**config.mk**
```make
export PLATFORM = sky130hd
export DESIGN_NAME = mode_address_decoder
export DESIGN_NICKNAME = d
export VERILOG_FILES = /design/src/verilog/addr_decode_pkg.sv /design/src/verilog/mode_address_decoder.sv /design/src/verilog/pin_sync.sv
export VERILOG_INCLUDE_DIRS = /design/src /design/src/verilog
export SDC_FILE = /design/constraint.sdc
export NUM_CORES = 1
export LEC_CHECK = 0
export BUFFER_PORTS_ARGS = -buffer_cell sky130_fd_sc_hd__buf_2
export CAP_MARGIN = 5
export CORE_MARGIN = 8
export CORE_UTILIZATION = 50
export CTS_CLUSTER_DIAMETER = 60
export CTS_CLUSTER_SIZE = 40
export DETAILED_ROUTE_END_ITERATION = 16
export PLACE_DENSITY = 0.82
export SYNTH_ARGS = -nofsm -noshare
export SYNTH_HDL_FRONTEND = slang
export SYNTH_HIERARCHICAL = 1
export SYNTH_SLANG_ARGS = --single-unit
```
**constraint.sdc**
```tcl
create_clock -name ref_clk -period 3.47 [get_ports ref_clk]
set_clock_uncertainty 0.05 [all_clocks]
set_input_delay 0.347 -clock ref_clk [delete_from_list [all_inputs] [get_ports ref_clk]]
set_output_delay 0.347 -clock ref_clk [all_outputs]
set_load 0.01 [all_outputs]
```
**src/verilog/addr_decode_regs.svh**
```systemverilog
// Purpose: Address boundaries, widths and timing counts for the mode address decoder.
// Assumes: Included by its bare name from the package and the decoder module.
// Notes:   Normal modes use 16-bit boundaries; advanced mode adds an 8-bit page.
`ifndef ADDR_DECODE_REGS_SVH
`define ADDR_DECODE_REGS_SVH

// Address widths
`define ADEC_ADDR_W        24             // Advanced mode space, 16 Mbytes
`define ADEC_NORM_W        16             // Normal mode space, 64 kbytes
`define ADEC_PAGE_W        8              // Upper address bits in advanced mode

// Boundaries in the low 16 bits
`define ADEC_ROM32_TOP     16'h7fff       // Top of a 32-kbyte ROM
`define ADEC_ROM56_TOP     16'hdfff       // Top of the usable 56 kbytes in mode 3
`define ADEC_UPPER_LO      16'he000       // Start of the on-chip upper region
`define ADEC_EXTWIN_LO     16'he000       // External window, first part
`define ADEC_EXTWIN_HI     16'he07f
`define ADEC_RSVWIN_LO     16'he080       // Reserved window below RAM
`define ADEC_RSVWIN_HI     16'he87f
`define ADEC_RAM_LO        16'he880       // Main on-chip RAM
`define ADEC_RAM_HI        16'hefff
`define ADEC_EXT2_LO       16'hf000       // External window, second part
`define ADEC_EXT2_HI       16'hfe4f
`define ADEC_IO2_LO        16'hfe50       // Second register bank
`define ADEC_IO2_HI        16'hfeff
`define ADEC_RAM2_LO       16'hff00       // 128-byte RAM window
`define ADEC_RAM2_HI       16'hff7f
`define ADEC_IO1_LO        16'hff80       // First register bank
`define ADEC_IO1_HI        16'hffff

// Advanced mode page and ROM tops
`define ADEC_TOP_PAGE      8'hff          // Page holding the on-chip upper region
`define ADEC_ADV_ROM32_TOP 24'h007fff
`define ADEC_ADV_ROM64_TOP 24'h00ffff
`define ADEC_ADV_ROM128_TOP 24'h01ffff

// Mode pin codes
`define ADEC_PINS_MODE1    2'h1
`define ADEC_PINS_MODE2    2'h2
`define ADEC_PINS_MODE3    2'h3

// Timing: edges of synchroniser delay before the mode strap is taken
`define ADEC_STRAP_WAIT    2'h2

`endif

```
**src/verilog/addr_decode_pkg.sv**
```systemverilog
// Purpose: Types shared by the mode address decoder files.
// Assumes: Constants come from the regs header.
// Notes:   Carriers are packed structs.
package addr_decode_pkg;
`include "addr_decode_regs.svh"

   // On-chip ROM capacity of the product variant
   typedef enum logic [1:0] {
      ROM_32K,
      ROM_64K,
      ROM_128K
   } rom_size_t;

   // Operating mode as taken from the strap pins
   typedef enum logic [1:0] {
      MODE_NONE,
      MODE_1,
      MODE_2,
      MODE_3
   } mode_t;

   // Access request from the CPU bus master
   typedef struct packed {
      logic                     valid;   // Access present this cycle
      logic                     write;   // Write when high
      logic [`ADEC_ADDR_W-1:0]  addr;    // Byte address
   } bus_req_t;

   // One-hot region selects
   typedef struct packed {
      logic rom;       // On-chip ROM
      logic ram;       // On-chip RAM
      logic io1;       // First register bank
      logic io2;       // Second register bank
      logic ext;       // External address space
      logic reserved;  // Reserved area, nothing selected
   } region_sel_t;

   // Decoded access toward memories and peripherals
   typedef struct packed {
      logic                     valid;   // Decoded access present
      logic                     write;   // Write when high
      logic [`ADEC_ADDR_W-1:0]  addr;    // Address as decoded for the mode
      region_sel_t              sel;     // Region selects
   } bus_sel_t;

endpackage

```
**src/verilog/mode_address_decoder.sv**
```systemverilog
// Purpose: Classify each CPU bus address by operating mode into ROM, RAM, register
//          banks, external space or reserved area, and drive registered selects.
// Assumes: Mode pins are asynchronous straps; enable inputs come from ref_clk logic.
// Notes:   One cycle of latency from request to selects.
//
// Summary of operation
// - Modes 1 and 3 decode sixteen address bits
// - Mode 2 decodes the full 16-Mbyte space
// - Mode 3 large-ROM parts use only 56 kbytes
// - Mode 1 sends the low region external
// - Mode 3 small ROM: ROM, reserved gap, upper region
// - FE50 to FEFF selects second register bank
// - FF80 to FFFF selects first register bank
// - Modes 2 and 3 start single-chip, expansion enables
`timescale 1ns/1ns
`include "addr_decode_regs.svh"
module mode_address_decoder #(
   parameter addr_decode_pkg::rom_size_t ROM_SIZE = addr_decode_pkg::ROM_32K  // Variant
) (
   // Clock and reset
   input  wire logic                 ref_clk,
   input  wire logic                 rst_n,
   // Mode strap pins
   input  wire logic [1:0]           mode_pins,
   // Mode control bits from the system logic
   input  wire logic                 external_expansion_enable,
   input  wire logic                 onchip_ram_enable,
   // CPU bus request
   input  addr_decode_pkg::bus_req_t cpu_req,
   // Decoded access and mode status
   output addr_decode_pkg::bus_sel_t mem_sel,
   output logic                      mode_ready
);
   import addr_decode_pkg::*;

   // Inclusive range test on a 16-bit offset
   function automatic logic in_range(input logic [`ADEC_NORM_W-1:0] a,
                                     input logic [`ADEC_NORM_W-1:0] lo,
                                     input logic [`ADEC_NORM_W-1:0] hi);
      in_range = (a >= lo) && (a <= hi);
   endfunction

   // Map strap pins to a mode
   function automatic mode_t decode_mode(input logic [1:0] pins);
      mode_t m;
      m = MODE_NONE;
      unique case (pins)
         `ADEC_PINS_MODE1: m = MODE_1;
         `ADEC_PINS_MODE2: m = MODE_2;
         `ADEC_PINS_MODE3: m = MODE_3;
         default:          m = MODE_NONE;
      endcase
      decode_mode = m;
   endfunction

   logic [1:0]              pins_sync;          // Synchronised strap level
   logic [1:0]              strap_cnt_reg;      // Edges waited since reset release
   logic [1:0]              strap_cnt_next;
   mode_t                   mode_reg;           // Mode taken from the strap
   logic                    mode_ready_reg;     // Strap has been taken
   bus_sel_t                sel_reg;            // Registered decode result
   bus_sel_t                sel_next;

   // Decode helpers
   logic [`ADEC_NORM_W-1:0] a16;                // Low 16 address bits
   logic [`ADEC_PAGE_W-1:0] page;               // Upper 8 address bits
   logic                    advanced;           // Mode 2 in force
   logic                    expanded;           // External space reachable
   logic                    ram_to_ext;         // Starred regions go external
   logic                    upper;              // Access in the on-chip upper region
   logic                    rom_hit;            // Access inside usable ROM
   logic [`ADEC_NORM_W-1:0] norm_rom_top;       // ROM top in mode 3
   logic [`ADEC_ADDR_W-1:0] adv_rom_top;        // ROM top in mode 2
   region_sel_t             region;             // Selects before the valid gate

   // Strap pins cross into ref_clk here
   pin_sync pin_sync_inst (
      .ref_clk (ref_clk),
      .rst_n   (rst_n),
      .pin_in  (mode_pins),
      .pin_out (pins_sync)
   );

   // Count the synchroniser delay after reset release
   always_comb begin
      strap_cnt_next = strap_cnt_reg;
      if (strap_cnt_reg != `ADEC_STRAP_WAIT) begin
         strap_cnt_next = strap_cnt_reg + 2'h1;
      end
   end

   always_ff @(posedge ref_clk or negedge rst_n) begin
      if (!rst_n) begin
         strap_cnt_reg <= 2'h0;
      end else begin
         strap_cnt_reg <= strap_cnt_next;
      end
   end

   // Take the mode once the synchronised pins are valid, then hold it
   always_ff @(posedge ref_clk or negedge rst_n) begin
      if (!rst_n) begin
         mode_reg       <= MODE_NONE;
         mode_ready_reg <= 1'b0;
      end else if (!mode_ready_reg && (strap_cnt_reg == `ADEC_STRAP_WAIT)) begin
         mode_reg       <= decode_mode(pins_sync);
         mode_ready_reg <= 1'b1;
      end
   end

   // Mode dependent qualifiers
   always_comb begin
      a16      = cpu_req.addr[`ADEC_NORM_W-1:0];
      page     = cpu_req.addr[`ADEC_ADDR_W-1:`ADEC_NORM_W];
      advanced = (mode_reg == MODE_2);
      // Mode 1 is always expanded; modes 2 and 3 wait for the enable bit
      expanded = (mode_reg == MODE_1) ||
                 (((mode_reg == MODE_2) || (mode_reg == MODE_3)) &&
                  external_expansion_enable);
      ram_to_ext = expanded && !onchip_ram_enable;
      // Normal modes ignore the page bits entirely
      upper = (a16 >= `ADEC_UPPER_LO) &&
              (!advanced || (page == `ADEC_TOP_PAGE));
   end

   // ROM tops per variant and mode
   always_comb begin
      norm_rom_top = `ADEC_ROM32_TOP;
      adv_rom_top  = `ADEC_ADV_ROM32_TOP;
      unique case (ROM_SIZE)
         ROM_32K: begin
            norm_rom_top = `ADEC_ROM32_TOP;
            adv_rom_top  = `ADEC_ADV_ROM32_TOP;
         end
         ROM_64K: begin
            norm_rom_top = `ADEC_ROM56_TOP;
            adv_rom_top  = `ADEC_ADV_ROM64_TOP;
         end
         ROM_128K: begin
            norm_rom_top = `ADEC_ROM56_TOP;
            adv_rom_top  = `ADEC_ADV_ROM128_TOP;
         end
         default: begin
            // Two-bit type leaves one code unused
            norm_rom_top = `ADEC_ROM32_TOP;
            adv_rom_top  = `ADEC_ADV_ROM32_TOP;
         end
      endcase
   end

   // ROM hit; mode 1 has ROM disabled
   always_comb begin
      rom_hit = 1'b0;
      unique case (mode_reg)
         MODE_NONE: rom_hit = 1'b0;
         MODE_1:    rom_hit = 1'b0;
         MODE_2:    rom_hit = (cpu_req.addr <= adv_rom_top);
         MODE_3:    rom_hit = (a16 <= norm_rom_top);
      endcase
   end

   // Region classification
   always_comb begin
      region = '0;
      if (mode_reg == MODE_NONE) begin
         // Unknown strap or not yet taken: nothing is mapped
         region = '0;
      end else if (upper) begin
         if (in_range(a16, `ADEC_IO1_LO, `ADEC_IO1_HI)) begin
            region.io1 = 1'b1;
         end else if (in_range(a16, `ADEC_IO2_LO, `ADEC_IO2_HI)) begin
            region.io2 = 1'b1;
         end else if (in_range(a16, `ADEC_RAM_LO, `ADEC_RAM_HI) ||
                      in_range(a16, `ADEC_RAM2_LO, `ADEC_RAM2_HI)) begin
            // RAM, or external once RAM is disabled in an expanded mode
            region.ram = !ram_to_ext;
            region.ext = ram_to_ext;
         end else if (in_range(a16, `ADEC_RSVWIN_LO, `ADEC_RSVWIN_HI)) begin
            // Reserved window below RAM also opens when RAM is disabled in an expanded mode
            region.ext = ram_to_ext;
         end else if (in_range(a16, `ADEC_EXTWIN_LO, `ADEC_EXTWIN_HI) ||
                      in_range(a16, `ADEC_EXT2_LO, `ADEC_EXT2_HI)) begin
            // External windows exist only while expanded
            region.ext = expanded;
         end
      end else if (rom_hit) begin
         region.rom = 1'b1;
      end else if (mode_reg == MODE_3) begin
         // Between the ROM top and E000 in mode 3 lies a reserved gap
         region = '0;
      end else begin
         // Low region outside ROM: mode 1 and expanded mode 2
         region.ext = expanded;
      end
      // Nothing selected means a reserved area
      region.reserved = !(region.rom || region.ram || region.io1 ||
                          region.io2 || region.ext);
   end

   // Gate by request valid and form the outgoing address
   always_comb begin
      sel_next       = '0;
      sel_next.valid = cpu_req.valid;
      sel_next.write = cpu_req.valid && cpu_req.write;
      if (cpu_req.valid) begin
         sel_next.sel = region;
         // Normal modes present only sixteen bits
         if (advanced) begin
            sel_next.addr = cpu_req.addr;
         end else begin
            sel_next.addr = {{`ADEC_PAGE_W{1'b0}}, a16};
         end
      end
   end

   // Registered decode result
   always_ff @(posedge ref_clk or negedge rst_n) begin
      if (!rst_n) begin
         sel_reg <= '0;
      end else begin
         sel_reg <= sel_next;
      end
   end

   // Outputs straight from flip-flops
   assign mem_sel    = sel_reg;
   assign mode_ready = mode_ready_reg;

endmodule

```
**src/verilog/pin_sync.sv**
```systemverilog
// Purpose: Two-flop synchroniser for the 2-bit mode strap pins.
// Assumes: Pins are asynchronous to ref_clk.
// Notes:   Only the second stage leaves this module.
`timescale 1ns/1ns
module pin_sync (
   // Clock and reset
   input  wire logic       ref_clk,
   input  wire logic       rst_n,
   // Pins in, synchronised level out
   input  wire logic [1:0] pin_in,
   output logic      [1:0] pin_out
);

   logic [1:0] stage1_reg;   // First stage, read only by the second
   logic [1:0] stage2_reg;   // Second stage

   // Two stages in series
   always_ff @(posedge ref_clk or negedge rst_n) begin
      if (!rst_n) begin
         stage1_reg <= 2'h0;
         stage2_reg <= 2'h0;
      end else begin
         stage1_reg <= pin_in;
         stage2_reg <= stage1_reg;
      end
   end

   assign pin_out = stage2_reg;

endmodule
```
# Word-level counts from Yosys, hierarchy flattened
# Index checks and enable logic that the tools add are counted.
# word_totals
regBits,41
in_bits,32
out_inout_bits,33
wordCells,89
# op_classes
add_sub_neg,1
magnitude_cmp,16
eq_ne,9
mux,21
n_reduce_logical,28
# op_table
op,count
"greater-or-equal comparator 16 bit, second input constant",7
"<= comparator 16 bit, second input constant",7
two-way mux 30 bit,1
"<= comparator 24 x 15 -> 1 bit, second input constant",1
two-way mux 24 bit,1
"<= comparator 16 x 15 -> 1 bit, second input constant",1
two-way mux 1 bit,13
logical AND 1 bit,12
"== test 2 bit, second input constant",5
logical OR 1 bit,9
"== test 8 bit, second input constant",1
two-way mux 6 bit,1
case mux 2 bit (3 select lines),1
zero test 1 bit,5
"== test 2 x 1 -> 1 bit, second input constant",2
two-way mux 2 bit,2
two-way mux 4 bit,1
case mux 1 bit (3 select lines),1
"adder 2 x 1 -> 2 bit, second input constant",1
zero test 2 bit,1
"!= test 2 bit, second input constant",1
OR reduction 2 bit,1

# Logic depth before layout (Yosys ltp)
# Gate-level depths: netlist of run 1.
# logic_depth
word_depth,17
mapped_depth,5
mapped_depth_nobuf,5

# Cells and area by module
# Netlist of run 1, hierarchy kept.
# modules_own_cells
module,n_inst,cells_per_inst,area_per_inst_um2,seq_area_each_um2
mode_address_decoder,1,125,1473.9,925.9
pin_sync,1,4,100.1,100.1

# Worst setup path after synthesis of run 1
# No wires, ideal clock.
# synth_timing
path_type,input-to-reg
startpoint,in cpu_req[22] in the netlist's numbering
endpoint,reg sel_reg (netlist bit mem_sel[0])
setup_ns,0.111
t_arrival_ns,1.245
required_time_ns,3.309
setup_slack_ns,2.063
cell_stages,5
n_path_buf,0
path_cell_list,nor4_1 a311o_1 o211ai_1 o311a_1 a2111oi_2
# synth_rtl
element,line_no,rtl
start: declaration,mode_address_decoder.sv:29,"input addr_decode_pkg::bus_req_t cpu_req,"
end signal: assignment,mode_address_decoder.sv:221,sel_reg <= sel_next;
end: declaration,mode_address_decoder.sv:61,bus_sel_t sel_reg;

==> metrics.yaml, run 1 <==
rsz0062_at_grt: "false"
synth-edff-count: 0
grt_max_degree: 42
final_area_um2: 1990
grt_pass1_wl_um: 5550
clk_pin_slew_worst_paths_ps: 110
layout_min_cycle_time_ps: 1490
startpoint_type: "flip-flop"
nNetsFinal: 231
cts_root_buf: "clkbuf_4"
hold_path_class: "in -> async"
numClockSinks: 41
p_leak_nw: 1.04
ys_seq_area_frac: 0.652
vias: 1208
wl_per_cell_um: 14.4
timing.rr.start: "mode_reg[1]$_DFFE_PN0P_"
dr_wl_met2_um: 1790
routed_via_density: 4.97
syn-num-nets: 162
dp_hpwl_um: 2670
antenna_found_initial: 0
worstPathRequired_ps: 3710
synth.distinct_cells: 31
cts_setup_buffers: 0
dr_wl_met3_um: 286
core_um2: 3030
cts_max_level: 2
grt_remaining_overflow: 0
clk_latency_ps: 340
max_freq_ghz: 0.671
io_pins: 65
cp_max_fo: 5
power_mw: 0.814
status: "finished clean"
cp_slowest_stage_delay_ps: 440
rrSetupSlack_ps: 1980
power_density_nw_per_um2: 409
fp.dieH_um: 72.1
cts_resized: 0
relSlewSlack: 0.438
max_cap_violations: 0
drive_gt1_frac: 0.392
wirelength_um: 3490
critPathArrivalTime_ps: 1730
top_layer: "met4"
grt_pass1_vias: 1246
route.detailed.drc: 0
hold_ws_ps: 42.9
r2r_end: "mem_sel[1]$_DFF_PN0_"
setup_tns_ps: 0
cts.path.max_buffers: 2
peakVddDrop_mv: 0.228
cp_cell_sequence: "nor2b_1 > a311o_1 > o211ai_1 > o311a_1 > and2_1"
dpl_cell_area_um2: 1940
finalCritPeriodShare: 0.429
first_pass_iters: 4
cts_made_buffers: 5
critPathCaptureType: "flip-flop"
postSynthCellCount: 129
ant_nets: 0
synth_ff_type: "dfrtp_1"
die_x_um: 72.1
start_util: 0.520
yosys_warnings: 6
drt_iter0_drc: 41
setup_violations: 0
rows: 20
gp_congestion: 0.831
crit_type: "reg -> reg"
avgSynthCellArea_um2: 12.2
cts_tree: "built"
ys_seq_elements: 41
cpMaxStageDelayCell: "dfrtp_1"
n_antenna_cell: 0
wl_met1_um: 1310
syn_to_final_growth_pct: 26.6
tightest_slew_ps: 843
gr-usage-all-layers: 0.138
r2r_cells: 5
cts_hold_buf: 0
hold_viol: 0
die_area_um2: 5200
syn-cell-area_um2: 1570
async_flop_share: 1.00
largest_reg_flops: 32
io_buffer_count: 64
slew_viol_final: 0
worst max-delay path by stage:
stage                                       start              endpoint  slack [ps]
after floorplan                       cpu_req[22]  mem_sel[0]$_DFF_PN0_        2060
after global placement                 cpu_req[4]  mem_sel[1]$_DFF_PN0_        1780
after detailed placement               cpu_req[4]  mem_sel[1]$_DFF_PN0_        1720
after CTS                 mode_reg[1]$_DFFE_PN0P_  mem_sel[2]$_DFF_PN0_        1990
after global routing      mode_reg[1]$_DFFE_PN0P_  mem_sel[2]$_DFF_PN0_        1820
final                     mode_reg[1]$_DFFE_PN0P_  mem_sel[1]$_DFF_PN0_        1980
area by class of cell:
cell class | instances | area [um^2]
clock inverter | 2 | 10.0
clock buffer | 6 | 41.3
tap | 44 | 55.1
sequential | 41 | 1030
multi-input combinational | 81 | 522
inverter | 5 | 18.8
fill | 234 | 1030
timing repair buffer | 64 | 320
metal layers:
layer | up-vias | global-route usage
met1 | 575 | 0.144
met4 | 0 | 0.0952
li1 | 579 | -
met5 | - | 0
met3 | 9 | 0.0468
met2 | 45 | 0.227
worst max-delay path: cells and delay by family (launching register included):
family | cells | cell delay (ps)
flip-flops | 1 | 440
AND/OR/NAND/NOR | 2 | 290
AO/OA/AOI/OAI | 3 | 650
metrics by stage:
step / util / setup slack (ps) / instances
finish: 0.658 / 1980 / 243
global route: 0.658 / 1820 / 243
CTS: 0.658 / 1990 / 243
detailed placement: 0.641 / 1720 / 235
global placement: 0.641 / 1780 / 235
floorplan: - / 2060 / 129
where the power goes:
group / internal, mW / switching (mW) / total, mW
clock: 0.0772 / 0.142 / 0.219
combinational: 0.0397 / 0.0540 / 0.0937
sequential: 0.496 / 0.00561 / 0.501
total: 0.613 / 0.202 / 0.814
cell usage after synthesis, types with 3 or more instances:
cell type,n,area (um^2)
dfrtp_1,41,1030
and2_1,25,156
nand2_1,7,26.3
nor2_1,6,22.5
inv_1,5,18.8
o21ai_0,5,25.0
nor3_1,4,20.0
nor4_1,4,25.0
nand4_1,3,18.8
nor2b_1,3,18.8
layout by cell type, fill, tap and decap left out, types with 3 or more instances in the layout:
master	n
and2_1	25
buf_2	64
clkbuf_4	5
dfrtp_1	41
inv_1	5
nand2_1	7
nand4_1	3
nor2_1	6
nor2b_1	3
nor3_1	4
nor4_1	4
o21ai_0	5
logic make-up after synthesis:
kind of cell / share of synthesized area
simple gates: 0.234
fa+ha+maj: 0.00795
compound gates: 0.0779
mux: 0.00636
flops: 0.652
buf+inv: 0.0167
xor+xnor: 0.00557
No activity file was read; power rests on OpenSTA's default activity.
==> run 2, diff against run 1 <==
--- a/config.mk
+++ b/config.mk
@@ -6,14 +6,15 @@
 export SDC_FILE = /design/constraint.sdc
 export NUM_CORES = 1
 export LEC_CHECK = 0
+export ABC_AREA = 1
 export BUFFER_PORTS_ARGS = -buffer_cell sky130_fd_sc_hd__buf_2
 export CAP_MARGIN = 5
 export CORE_MARGIN = 8
-export CORE_UTILIZATION = 50
+export CORE_UTILIZATION = 48
 export CTS_CLUSTER_DIAMETER = 60
 export CTS_CLUSTER_SIZE = 40
 export DETAILED_ROUTE_END_ITERATION = 16
-export PLACE_DENSITY = 0.82
+export PLACE_DENSITY = 0.78
 export SYNTH_ARGS = -nofsm -noshare
 export SYNTH_HDL_FRONTEND = slang
 export SYNTH_HIERARCHICAL = 1
==> constraint.sdc (replaced) <==
create_clock -name ref_clk -period 1.4 [get_ports ref_clk]
set_clock_uncertainty 0.05 [all_clocks]
set_input_delay 0.14 -clock ref_clk [delete_from_list [all_inputs] [get_ports ref_clk]]
set_output_delay 0.14 -clock ref_clk [all_outputs]
set_load 0.01 [all_outputs]
==> run 2 against run 1 <==
Effect of this change:
- sequential share of layout area fell by 10 points
- global-route usage rose by 2.2 points
- area after synthesis rose by 7.2%
- power rose to 2.9 times the previous value
- non-clock buffer count rose by 33
- design area rose by 25%
- worst hold slack got worse by 32 ps
- sequential cell count did not move
- critical endpoint unchanged
- highest routed layer unchanged
==> metrics.yaml, run 2 <==
hold_depth: 3
core_um2: 3360  # was 3030 um^2
avgSynthCellArea_um2: 8.61  # was 12.2 um^2
rrSetupSlack_ps: 100  # was 1980 ps
rsz0062_at_grt: "true"  # was false
synth_adder_area_share: 0.00742  # was 0.00795
largest_reg_flops: 32  # unchanged
gp_congestion: 0.885  # was 0.831
ant_nets: 0  # unchanged
fp.dieH_um: 75.3  # was 72.1 um
hold_start: "cpu_req[11]"
synth_area_leaders: "dfrtp_1, nand2_1, inv_1, nor2_1, nand3_1"  # was dfrtp_1, and2_1, nand2_1, nor4_1, o21ai_0
yosysTopAreaCellShare: 0.608  # was 0.652
synth-edff-count: 0  # unchanged
first_pass_iters: 4  # unchanged
vias: 1550  # was 1208
synth_top_family_by_area: "simple AND/OR/NAND/NOR gates"  # unchanged
io_pins: 65  # unchanged
final_area_um2: 2500  # was 1990 um^2
synth_xor_area_frac: 0.00519  # was 0.00556
status: "finished clean"  # unchanged
rows: 21  # was 20
hold_path_class: "in -> reg"  # was in -> async
cp_slowest_stage_delay_ps: 420  # was 440 ps
slew_viol_final: 0  # unchanged
max_cap_violations: 0  # unchanged
final_util: 0.742  # was 0.658
syn_to_final_growth_pct: 48.0  # was 26.6%
async_flop_share: 1.00  # unchanged
syn-num-nets: 229  # was 162
grt_pass1_wl_um: 6750  # was 5550 um
clk_latency_ps: 350  # was 340 ps
drt_iter0_drc: 72  # was 41
nNetsFinal: 331  # was 231
cts_made_buffers: 5  # unchanged
synth_compound_area_frac: 0.0364  # was 0.0779
grt_max_degree: 42  # unchanged
finalCritPeriodShare: 0.927  # was 0.429
grt_remaining_overflow: 0  # unchanged
gr-usage-all-layers: 0.159  # was 0.138
synth-simple-area-share: 0.237  # was 0.234
power_density_nw_per_um2: 956  # was 409 nW/um^2
cts_max_level: 2  # unchanged
synth_common_cells: "nand2_1, inv_1, dfrtp_1"  # was dfrtp_1, and2_1, nand2_1
hold_viol: 0  # unchanged
final-instance-count-excl-fill: 345  # was 243
tightest_slew_ps: 285  # was 843 ps
io_buffer_count: 64  # unchanged
postSynthCellCount: 196  # was 129
die_area_um2: 5670  # was 5200 um^2
cts_root_buf: "clkbuf_4"  # unchanged
setup_violations: 0  # unchanged
cts.path.max_buffers: 2  # unchanged
start_util: 0.501  # was 0.520
grt_pass1_vias: 1624  # was 1246
timing.rr.start: "mode_reg[0]$_DFFE_PN0P_"  # was mode_reg[1]$_DFFE_PN0P_
synth_ff_type: "dfrtp_1"  # unchanged
n_antenna_cell: 0  # unchanged
critPathCaptureType: "flip-flop"  # unchanged
r2r_end: "mem_sel[1]$_DFF_PN0_"  # unchanged
cpMaxStageDelayCell: "dfrtp_1"  # unchanged
placedCellCount: 307  # was 235
drive_gt1_frac: 0.324  # was 0.392
crit_type: "reg -> reg"  # unchanged
die_x_um: 75.3  # was 72.1 um
final_common_cell: "buf_2"  # unchanged
numClockSinks: 41  # unchanged
dp_hpwl_um: 2890  # was 2670 um
layout_min_cycle_time_ps: 1300  # was 1490 ps
antenna_found_initial: 0  # unchanged
r2r_cells: 10  # was 5
yosys.area.top_type: "dfrtp_1"  # unchanged
hold_ws_ps: 11.1  # was 42.9 ps
relSlewSlack: 0.809  # was 0.438
min_to: "mem_sel[17]$_DFF_PN0_"
peakVddDrop_mv: 0.628  # was 0.228 mV
max_freq_ghz: 0.771  # was 0.671 GHz
ys_seq_elements: 41  # unchanged
yosys_warnings: 6  # unchanged
route.detailed.drc: 0  # unchanged
dpl_cell_area_um2: 2090  # was 1940 um^2
crit_path_frequent_cell: "nand2_2"
critPathArrivalTime_ps: 1500  # was 1730 ps
yosysMostFrequentCell: "nand2_1"  # was dfrtp_1
cts_tree: "built"  # unchanged
cp_cell_sequence: "inv_2 > nand2_2 > o21ai_2 > inv_1 > nand2_1 > nand3_1 > nand2_1 > nand2_2 > nand2_2 > nor2_2"  # was nor2b_1 > a311o_1 > o211ai_1 > o311a_1 > and2_1
synthMuxAreaShare: 0  # was 0.00636
mostFrequentLayoutCells: "buf_2, nand2_1, dfrtp_1"  # was buf_2, dfrtp_1, and2_1
wl_per_cell_um: 12.6  # was 14.4 um
crit_family: "simple AND/OR/NAND/NOR gates"  # was compound AO/OA/AOI/OAI gates
syn-cell-area_um2: 1690  # was 1570 um^2
startpoint_type: "flip-flop"  # unchanged
worstPathRequired_ps: 1600  # was 3710 ps
routed_via_density: 4.49  # was 4.97
ys_seq_area_frac: 0.608  # was 0.652
p_leak_nw: 1.50  # was 1.04 nW
synth.distinct_cells: 18  # was 31
wirelength_um: 4350  # was 3490 um
clk_pin_slew_worst_paths_ps: 110  # about the same
path_buf_inv: 2  # was 0
cp_max_fo: 4  # was 5
run 2: worst max path at each step:
stage / startpoint / to / slack, ps / depth (start not counted)
CTS: mode_reg[0]$_DFFE_PN0P_ / mem_sel[1]$_DFF_PN0_ / 20 / 10
floorplan: mode_reg[1]$_DFFE_PN0P_ / mem_sel[1]$_DFF_PN0_ / 140 / 10
global route: mode_reg[0]$_DFFE_PN0P_ / mem_sel[1]$_DFF_PN0_ / -20 / 10
detailed placement: mode_reg[1]$_DFFE_PN0P_ / mem_sel[0]$_DFF_PN0_ / -2 / 10
global placement: mode_reg[1]$_DFFE_PN0P_ / mem_sel[0]$_DFF_PN0_ / -5 / 10
finish: mode_reg[0]$_DFFE_PN0P_ / mem_sel[1]$_DFF_PN0_ / 100 / 10
run 2: cells by family (layout without fill, tap and decap cells):
kind of cell / Yosys count / after routing
and+or+nand+nor: 95 / 95
buffers and inverters: 47 / 150
DFF: 41 / 41
AOI/OAI and AO/OA: 11 / 11
adders and majority gates: 1 / 1
xor gates and xnor gates: 1 / 1
run 2: cell type report:
class | instances | area, um^2
Fill cell | 260 | 867
Clock buffer | 7 | 55.1
Inverter | 45 | 169
Sequential cell | 41 | 1030
Tap cell | 46 | 57.6
Clock inverter | 1 | 30.0
Timing Repair Buffer | 97 | 656
Multi-Input combinational cell | 108 | 503
run 2: repair_timing:
item | CTS | global route
pin swaps | 0 | 6
setup buffers | 0 | 3
hold buffers | 28 | 0
resized for setup | 1 | 14
hold endpoints to repair | 67 | 0
endpoints found under the setup margin | 2 | 2
run 2: through the flow:
| step | power, mW | setup TNS (ps) | worst slack [ps] |
|---|---|---|---|
| after floorplan | 1.39 | 0 | 138 |
| after global placement | 1.53 | -5.03 | -5.03 |
| after detailed placement | 1.54 | -1.63 | -1.63 |
| after CTS | 2.38 | 0 | 20.9 |
| after global routing | 2.49 | -38.4 | -23.7 |
| final | 2.39 | 0 | 102 |
run 2: layer usage:
layer	GRT usage	vias up	routed length (um)
met5	0	-	0
met4	0.0597	0	79
met3	0.0852	8	444
met2	0.273	48	2110
met1	0.159	709	1720
li1	-	785	-
run 2: tightest hold or removal path, stage by stage:
cell     delay (ps)
buf_2           130
nand2_1          70
inv_1            30
run 2: power by group:
part / total, mW / switching (mW) / leakage (nW) / internal [mW]
Clock: 0.796 / 0.369 / 0.0455 / 0.426
Combinational: 0.350 / 0.189 / 0.932 / 0.160
Sequential: 1.24 / 0.0122 / 0.523 / 1.23
Total: 2.39 / 0.571 / 1.50 / 1.82
